[src/logic/usb_bulk_params.svh]
// Constants for the bulk-out dual buffer block
`ifndef USB_BULK_PARAMS_SVH
`define USB_BULK_PARAMS_SVH
`define BUF_BYTES 64
`define BUF_AW 6
`define CNT_W 7
`endif

[src/logic/usb_bulk_pkg.sv]
// Types for the bulk-out dual buffer block
package usb_bulk_pkg;
    typedef enum logic [1:0] {
        CTRL_IDLE,
        CTRL_SETUP,
        CTRL_DATA,
        CTRL_STATUS
    } ctrl_stage_t;
    typedef logic [7:0] byte_t;
endpackage

[src/logic/usb_bulk_out_dual_fifo.sv]
// Pull-up control, control-stage tracking and bulk-out ping-pong buffers
`include "usb_bulk_params.svh"
module usb_bulk_out_dual_fifo (
    input wire logic ref_clk,
    input wire logic rst,
    input wire logic dplus_bias_enable,
    output logic dplus_bias_control_pin,
    input wire logic setup_token,
    input wire logic ctrl_data_txn,
    input wire logic ctrl_status_txn,
    output usb_bulk_pkg::ctrl_stage_t ctrl_stage,
    input wire logic rx_start,
    input wire logic rx_valid,
    input wire logic [7:0] rx_data,
    input wire logic rx_done,
    input wire logic rx_error,
    output logic rx_nak,
    input wire logic rd_strobe,
    output logic [7:0] rd_data,
    output logic [`CNT_W-1:0] rd_count,
    output logic bulk_out_buffer_full_flag,
    input wire logic flag_clear,
    input wire logic bulk_out_read_done_trigger,
    output logic xfer_request
);
    import usb_bulk_pkg::*;
    logic bias_q;
    ctrl_stage_t stage_q;
    logic wsel_q, rsel_q, active_q, flag_q, req_q;
    logic [1:0] full_w;
    logic [`CNT_W-1:0] cnt_w [0:1];
    logic [7:0] data_w [0:1];
    logic both_full, wr_full, commit_ev, release_ev;

    assign both_full = full_w[0] & full_w[1];
    assign wr_full = full_w[wsel_q];
    assign commit_ev = active_q & rx_done & ~rx_error;
    assign release_ev = bulk_out_read_done_trigger & full_w[rsel_q];

    // Pull-up output from the bias enable bit
    always_ff @(posedge ref_clk or posedge rst) begin
        if (rst) begin
            bias_q <= 1'b0;
        end else begin
            bias_q <= dplus_bias_enable;
        end
    end
    assign dplus_bias_control_pin = bias_q;

    // Control transfer stage sequence
    always_ff @(posedge ref_clk or posedge rst) begin
        if (rst) begin
            stage_q <= CTRL_IDLE;
        end else if (setup_token) begin
            stage_q <= CTRL_SETUP;
        end else begin
            case (stage_q)
                CTRL_SETUP: begin
                    if (ctrl_data_txn) begin
                        stage_q <= CTRL_DATA;
                    end else if (ctrl_status_txn) begin
                        stage_q <= CTRL_STATUS;
                    end
                end
                CTRL_DATA: begin
                    if (ctrl_status_txn) begin
                        stage_q <= CTRL_STATUS;
                    end
                end
                CTRL_STATUS: stage_q <= CTRL_IDLE;
                default: stage_q <= CTRL_IDLE;
            endcase
        end
    end
    assign ctrl_stage = stage_q;

    // Packet in progress; refused packets never become active
    always_ff @(posedge ref_clk or posedge rst) begin
        if (rst) begin
            active_q <= 1'b0;
        end else if (rx_start) begin
            active_q <= ~wr_full;
        end else if (rx_done || rx_error) begin
            active_q <= 1'b0;
        end
    end

    assign rx_nak = rx_start & wr_full;

    // Write side alternates after each completed packet
    always_ff @(posedge ref_clk or posedge rst) begin
        if (rst) begin
            wsel_q <= 1'b0;
        end else if (commit_ev) begin
            wsel_q <= ~wsel_q;
        end
    end

    // Read side alternates on each release
    always_ff @(posedge ref_clk or posedge rst) begin
        if (rst) begin
            rsel_q <= 1'b0;
        end else if (release_ev) begin
            rsel_q <= ~rsel_q;
        end
    end

    genvar g;
    generate
        for (g = 0; g < 2; g++) begin : g_buf
            bulk_rx_buffer u_buf (
                .ref_clk(ref_clk),
                .rst(rst),
                .wr_en(active_q & rx_valid & (wsel_q == 1'(g))),
                .wr_data(rx_data),
                .commit(commit_ev & (wsel_q == 1'(g))),
                .abort(active_q & rx_error & (wsel_q == 1'(g))),
                .rd_en(rd_strobe & (rsel_q == 1'(g))),
                .release_buf(release_ev & (rsel_q == 1'(g))),
                .full(full_w[g]),
                .count(cnt_w[g]),
                .rd_data(data_w[g])
            );
        end
    endgenerate

    assign rd_data = data_w[rsel_q];
    assign rd_count = cnt_w[rsel_q];

    // Full flag: a hardware set wins over a software clear
    always_ff @(posedge ref_clk or posedge rst) begin
        if (rst) begin
            flag_q <= 1'b0;
        end else if (commit_ev) begin
            flag_q <= 1'b1;
        end else if (release_ev && full_w[~rsel_q]) begin
            flag_q <= 1'b1;
        end else if (flag_clear) begin
            flag_q <= 1'b0;
        end
    end
    assign bulk_out_buffer_full_flag = flag_q;

    // One byte request per read slot for block moves
    always_ff @(posedge ref_clk or posedge rst) begin
        if (rst) begin
            req_q <= 1'b0;
        end else begin
            req_q <= full_w[rsel_q] & ~release_ev & ~rd_strobe;
        end
    end
    assign xfer_request = req_q;
endmodule // usb_bulk_out_dual_fifo

[src/logic/bulk_rx_buffer.sv]
// One 64-byte receive buffer with write and read pointers
`include "usb_bulk_params.svh"
module bulk_rx_buffer (
    input wire logic ref_clk,
    input wire logic rst,
    input wire logic wr_en,
    input wire logic [7:0] wr_data,
    input wire logic commit,
    input wire logic abort,
    input wire logic rd_en,
    input wire logic release_buf,
    output logic full,
    output logic [`CNT_W-1:0] count,
    output logic [7:0] rd_data
);
    import usb_bulk_pkg::*;
    byte_t mem [0:`BUF_BYTES-1];
    logic [`CNT_W-1:0] wptr_q;
    logic [`BUF_AW-1:0] rptr_q;
    logic full_q;

    always_ff @(posedge ref_clk) begin
        if (wr_en && !full_q && wptr_q < `CNT_W'(`BUF_BYTES)) begin
            mem[wptr_q[`BUF_AW-1:0]] <= wr_data;
        end
    end

    always_ff @(posedge ref_clk or posedge rst) begin
        if (rst) begin
            wptr_q <= '0;
            full_q <= 1'b0;
        end else if (release_buf) begin
            wptr_q <= '0;
            full_q <= 1'b0;
        end else if (abort && !full_q) begin
            wptr_q <= '0;
        end else if (commit && !full_q) begin
            full_q <= 1'b1;
        end else if (wr_en && !full_q && wptr_q < `CNT_W'(`BUF_BYTES)) begin
            wptr_q <= wptr_q + `CNT_W'(1);
        end
    end

    always_ff @(posedge ref_clk or posedge rst) begin
        if (rst) begin
            rptr_q <= '0;
            rd_data <= 8'h00;
        end else if (release_buf) begin
            rptr_q <= '0;
        end else if (rd_en && full_q) begin
            rd_data <= mem[rptr_q];
            rptr_q <= rptr_q + `BUF_AW'(1);
        end
    end

    assign full = full_q;
    assign count = wptr_q;
endmodule // bulk_rx_buffer

[config.mk]
export PLATFORM = sky130hd
export DESIGN_NAME = usb_bulk_out_dual_fifo
export DESIGN_NICKNAME = d
export VERILOG_FILES = /design/src/logic/usb_bulk_pkg.sv /design/src/logic/usb_bulk_out_dual_fifo.sv /design/src/logic/bulk_rx_buffer.sv
export VERILOG_INCLUDE_DIRS = /design/src /design/src/logic
export SDC_FILE = /design/constraint.sdc
export NUM_CORES = 1
export LEC_CHECK = 0
export BUFFER_PORTS_ARGS = -buffer_cell sky130_fd_sc_hd__buf_2
export CELL_PAD_IN_SITES_DETAIL_PLACEMENT = 1
export CELL_PAD_IN_SITES_GLOBAL_PLACEMENT = 1
export CORE_AREA = 2 2 353 355
export CTS_CLUSTER_SIZE = 25
export DETAILED_ROUTE_END_ITERATION = 7
export DIE_AREA = 0 0 355 357
export PLACE_DENSITY_LB_ADDON = 0.1
export SETUP_SLACK_MARGIN = 0.15
export SLEW_MARGIN = 0
export SYNTH_ARGS = -nofsm -noshare
export SYNTH_HDL_FRONTEND = slang
export SYNTH_SLANG_ARGS = --single-unit
[constraint.sdc]
create_clock -name ref_clk -period 4.3 [get_ports ref_clk]
set_input_delay 0.215 -clock ref_clk [delete_from_list [all_inputs] [get_ports ref_clk]]
set_output_delay 0.215 -clock ref_clk [all_outputs]
set_load 0.01 [all_outputs]
Yosys cells after proc, flatten, opt, wreduce, memory -nomap -nowiden:

Memories as Yosys holds them, arrays and structs flattened. A register that Yosys moved wholly into a read port is not among the register bits.
Index checks and enable logic that the tools add are counted.
Widths: inputs -> output; s select.

* register bits after elaboration: 36
* RAM bits: 1024
* memories: 2

* $add $sub $neg: 4
* $lt $le $gt $ge: 6
* equal/unequal tests: 6
* muxes and demuxes: 43
* bitwise operators: 27
* reduce and logical (&&, ||, !) cells: 28

Memory list
* g_buf[0].u_buf.mem: words 64, width 8, read ports 1, clocked after Yosys merged registers in 1, write ports 1, RTL line bulk_rx_buffer.sv:17 `` byte_t mem [0:`BUF_BYTES-1]; ``
* g_buf[1].u_buf.mem: words 64, width 8, read ports 1, clocked after Yosys merged registers in 1, write ports 1, RTL line bulk_rx_buffer.sv:17

Operator list (count)
* $mux 7: 11
* $mux 6: 4
* $mux 8: 3
* $mux 1: 21
* $and 1x1->1: 18
* $add 7x1->7 const B: 2
* $lt 7x7->1 const B: 2
* $add 6x1->6 const B: 2
* $reduce_and 2->1: 6
* $logic_and 1x1->1: 11
* $reduce_bool 2->1: 5
* $reduce_bool 3->1: 3
* $not 1->1: 8
* $lt 1x2->1 const B: 3
* $mux 2: 3
* $ne 3x1->1 const B: 2
* $ne 2x1->1 const B: 2
* $pmux 2 s2: 1
* $eq 2x1->1 const B: 1
* $eq 2x2->1 const B: 1
* $ge 2x2->1 const B: 1
* $logic_not 1->1: 2
* $not 1->2: 1
* $logic_or 1x1->1: 1

Logic depth before layout (Yosys ltp):

* depth in word-level cells: 8
* depth in mapped cells: 9

Hierarchy:

A second synthesis with hierarchy kept.

* cell total of the unflattened synthesis: 2369
* area total of the unflattened synthesis: 43038.8 um^2

By module, submodules not included
* bulk_rx_buffer: instances 2, cells each 1152, area each 21200.3 um^2, seq. area each 15925.3 um^2
* usb_bulk_out_dual_fifo: instances 1, cells each 65, area each 638.1 um^2, seq. area each 200.2 um^2

Worst setup path after synthesis:

OpenSTA, ideal clock, no wires.

* path kind: reg2reg
* start: register wsel_q
* end: memory g_buf[0].u_buf.mem[14][0] in the netlist's numbering, enable pin
* data arrival time: 2093 ps
* data required time: 3917 ps
* slack: 1824 ps
* stages on the path, launching flop included: 6
* buffers on the path: 3
* period minus slack after synthesis: 2476 ps
* cell sequence: dfrtp_1 clkbuf_1 or4_1 buf_2 buf_1 nor3_1

* word-level cells in the longest chain between the ends: 6

RTL lines
* start: declaration: RTL line usb_bulk_out_dual_fifo.sv:29 `logic wsel_q, rsel_q, active_q, flag_q, req_q;`
* start signal: assignment: RTL line usb_bulk_out_dual_fifo.sv:95 `wsel_q <= ~wsel_q;`
* $not 1->1: RTL line usb_bulk_out_dual_fifo.sv:114 `.wr_en(active_q & rx_valid & (wsel_q == 1'(g))),`
* $and 1x1->1: RTL line usb_bulk_out_dual_fifo.sv:114
* $logic_and 1x1->1 (2 in a row): RTL line bulk_rx_buffer.sv:23 `` if (wr_en && !full_q && wptr_q < `CNT_W'(`BUF_BYTES)) begin ``
* $mux 1: RTL line bulk_rx_buffer.sv:23
* $mux 1: RTL line bulk_rx_buffer.sv:24 `` mem[wptr_q[`BUF_AW-1:0]] <= wr_data; ``
* end: declaration: RTL line bulk_rx_buffer.sv:17

Every way passes these cells.

==> qor.txt <==
status -> completed
Slew @ Worst Pin -> 1.113 ns
Layout fillers -> 11,760
Cells after Synth -> 2,238
Hold Slack -> 0.05924 ns
Gates resized, CTS repair -> 0
Slew headroom -> 0.2580
die area -> 0.1267 mm²
IO Count -> 42
initial antenna violation count -> 11
Setup TNS Final -> 0 ns
Critical Path RT -> 4.88 ns
GPL Wtd Cong -> 0.8138
reg-to-reg startpoint -> g_buf[1].u_buf.rptr_q[2]
CTS Buf Count -> 116
fmax -> 316.9 MHz
DRC -> 0
chip height -> 357 µm
Max Buffers Root-to-Sink -> 3
setup slack, reg-to-reg -> 1.14 ns
H-tree depth -> 3
Worst Skew -> 0.01799 ns
Sink Count -> 1,076
top cell type's share of synthesized area -> 0.7197
vias per inst -> 5.318
Worst Setup SP -> g_buf[1].u_buf.rptr_q[2]
Setup Viol. Count Final -> 0
Seq cells post-synth -> 1,076
Max Slew Vio Count -> 0
worst setup path class -> register to register
Clock Tree Root -> clkbuf_16
Worst setup EP type -> register
dpl cells -> 3,849
commonest cells after routing, fill and taps aside -> 1,024 x edfxtp_1, 216 x mux2i_1, 179 x mux4_2
synth unique cells -> 56
gr usage total -> 0.1891
Clock transition at path regs -> 0.06 ns
Worst Path Arrival -> 3.74 ns
Mapped Avg Cell Area -> 19.09 µm²
number of enable flip-flop cells after synthesis -> 1,024
Final Routed Wirelength -> 118.8 mm
Post-synth top flop -> edfxtp_1
Final min period -> 3.155 ns
Die X -> 355 µm
Setup WS pre-CTS -> 1.184 ns
sequential-to-total area share from yosys stat -> 0.7501
Antenna Nets Post-Route -> 0
row count -> 129
global-route wire length before repair -> 172.4 mm
wire per inst -> 29.10 µm
cell taking the most area after synthesis -> edfxtp_1
dpl hpwl -> 77.19 mm
P_leak -> 15.43 nW
buffers added on ports -> 41
RSZ-0062 raised after global routing -> no
leading cell type in the layout, fill and taps excluded -> edfxtp_1
max-cap viol count -> 0
initial DRC count -> 1,800
Setup Fix Bufs, Post-CTS -> 0
maximum VDD drop -> 0.3346 mV
Synth area leaders -> edfxtp_1 72%, mux4_2 9.4%, mux2i_1 5.1%, dfrtp_1 3.0%, nor2_1 1.3%
Hold Crit Class -> primary input to register
Ys Warns -> 0
CTS tree -> built
core area -> 0.1230 mm²
PD cells -> 562.2 mW/mm²
crit start category -> register
Critical R2R Capture -> g_buf[1].u_buf.rd_data[2]
Design Power -> 27.57 mW
layout net count -> 2,370
non-filler cells, final -> 4,082
endpoints failing hold -> 0
share of post-route cells with drive strength above 1 -> 0.2129
Clock Latency Late Sink -> 0.70 ns
Tcrit/Tclk final -> 0.7338
Crit Path Max Fanout -> 27
Mapped Area -> 0.04273 mm²
Worst Reg-to-Reg Cells -> 5
total grt overflow -> 0
asr flop ratio synth -> 0.04833
post-route worst setup slack -> 1.145 ns
Synthesized Nets -> 2,266
Starting Density -> 0.3474
vias in the first global route -> 23,050
Critical path destination -> g_buf[1].u_buf.rd_data[2]
total number of vias -> 21,710
largest net degree at the start of global routing -> 129
DRT Pass-1 Iters -> 5
Synth-to-Final Area Change -> 14.75%
power breakdown:
part / internal, mW / switching, mW
clock: 6.13 / 4.17
combinational: 2.06 / 2.93
sequential: 11.7 / 0.595
stage by stage:
step	area [µm²]	utilization
after floorplan	42730	-
after global placement	44970	0.3657
after detailed placement	44980	0.3657
after CTS	49020	0.3986
after global routing	49020	0.3986
final	49030	0.3986
synth_stat cells (all sizes together), types with 3 or more instances:
| master | count |
|---|---|
| a221oi | 23 |
| inv | 9 |
| a41o | 7 |
| ha | 7 |
| xnor2 | 5 |
| nand2 | 65 |
| a221o | 8 |
| a22o | 13 |
| or2 | 5 |
| mux2i | 216 |
| mux4 | 179 |
| or3b | 3 |
| a211oi | 9 |
| a22oi | 51 |
| and3 | 4 |
| dfrtp | 52 |
| nor2b | 21 |
| nor4 | 12 |
| o21ai | 25 |
| o22ai | 9 |
| or3 | 5 |
| nand4 | 12 |
| o21a | 7 |
| nor2 | 153 |
| and2 | 4 |
| buf | 87 |
| clkbuf | 48 |
| nand3b | 11 |
| a21oi | 41 |
| nand2b | 13 |
| edfxtp | 1024 |
| mux2 | 30 |
| nand3 | 27 |
| o2bb2ai | 3 |
| xor2 | 7 |
| nor3 | 21 |
routing by layer:
| metal | up-vias | share of wire | GRT usage |
|---|---|---|---|
| li1 | 9308 | - | - |
| met1 | 11740 | 0.48 | 0.2839 |
| met2 | 521 | 0.45 | 0.2866 |
| met3 | 136 | 0.053 | 0.03316 |
| met4 | 8 | 0.015 | 0.04331 |
| met5 | - | 0.00041 | 0 |
what timing repair did:
item                       in CTS  in global routing
hold endpoints to repair       32                  0
setup endpoints to repair       0                  0
hold buffers                   12                  0
how the worst min path moves through the flow:
| stage | end | startpoint | cells past startpoint |
|---|---|---|---|
| floorplan | dplus_bias_control_pin | dplus_bias_enable | 0 |
| global placement | dplus_bias_control_pin | dplus_bias_enable | 1 |
| detailed placement | dplus_bias_control_pin | dplus_bias_enable | 1 |
| CTS | g_buf[1].u_buf.mem[41][5] | rx_data[5] | 1 |
| global route | g_buf[1].u_buf.mem[41][5] | rx_data[5] | 1 |
| finish | g_buf[1].u_buf.mem[41][5] | rx_data[5] | 1 |
state kept, by name (all words and copies together), names as in the netlist:
register / cells
active_q: 1
bulk_out_buffer_full_flag: 1
ctrl_stage: 2
dplus_bias_control_pin: 1
g_buf.u_buf.count: 14
g_buf.u_buf.full: 2
g_buf.u_buf.mem: 1024
g_buf.u_buf.rd_data: 16
g_buf.u_buf.rptr_q: 12
rsel_q: 1
wsel_q: 1
xfer_request: 1
cell type report:
type	instances	area, µm²	share of cell area
antenna	2	5.005	0.0001021
tap	1637	2048	0.04178
clock inverter	81	869.6	0.01774
clock buffer	138	3057	0.06234
inverter	10	37.54	0.0007656
sequential	1076	32070	0.6541
timing repair buffer	121	980.9	0.02001
multi-input combinational	1017	9963	0.2032
critical path, stage by stage (launching register included):
cell and delay [ns]:
dfrtp_4 0.78, buf_4 0.41, mux4_2 0.55, o21ai_0 0.76, nand4_1 0.16, a221o_1 0.33
kinds of logic (layout without fill, tap and decap cells):
group	count (synthesis)	after routing	synth area share
AOI/OAI and AO/OA	210	210	0.03502
xor gates and xnor gates	12	12	0.002460
muxes	425	425	0.1529
DFF	1076	1076	0.7501
buffers and inverters	145	350	0.01728
and+or+nand+nor	363	363	0.04018
other	0	2	0
adders and majority gates	7	7	0.002050
Note: power is estimated with default switching activity, not from simulation.
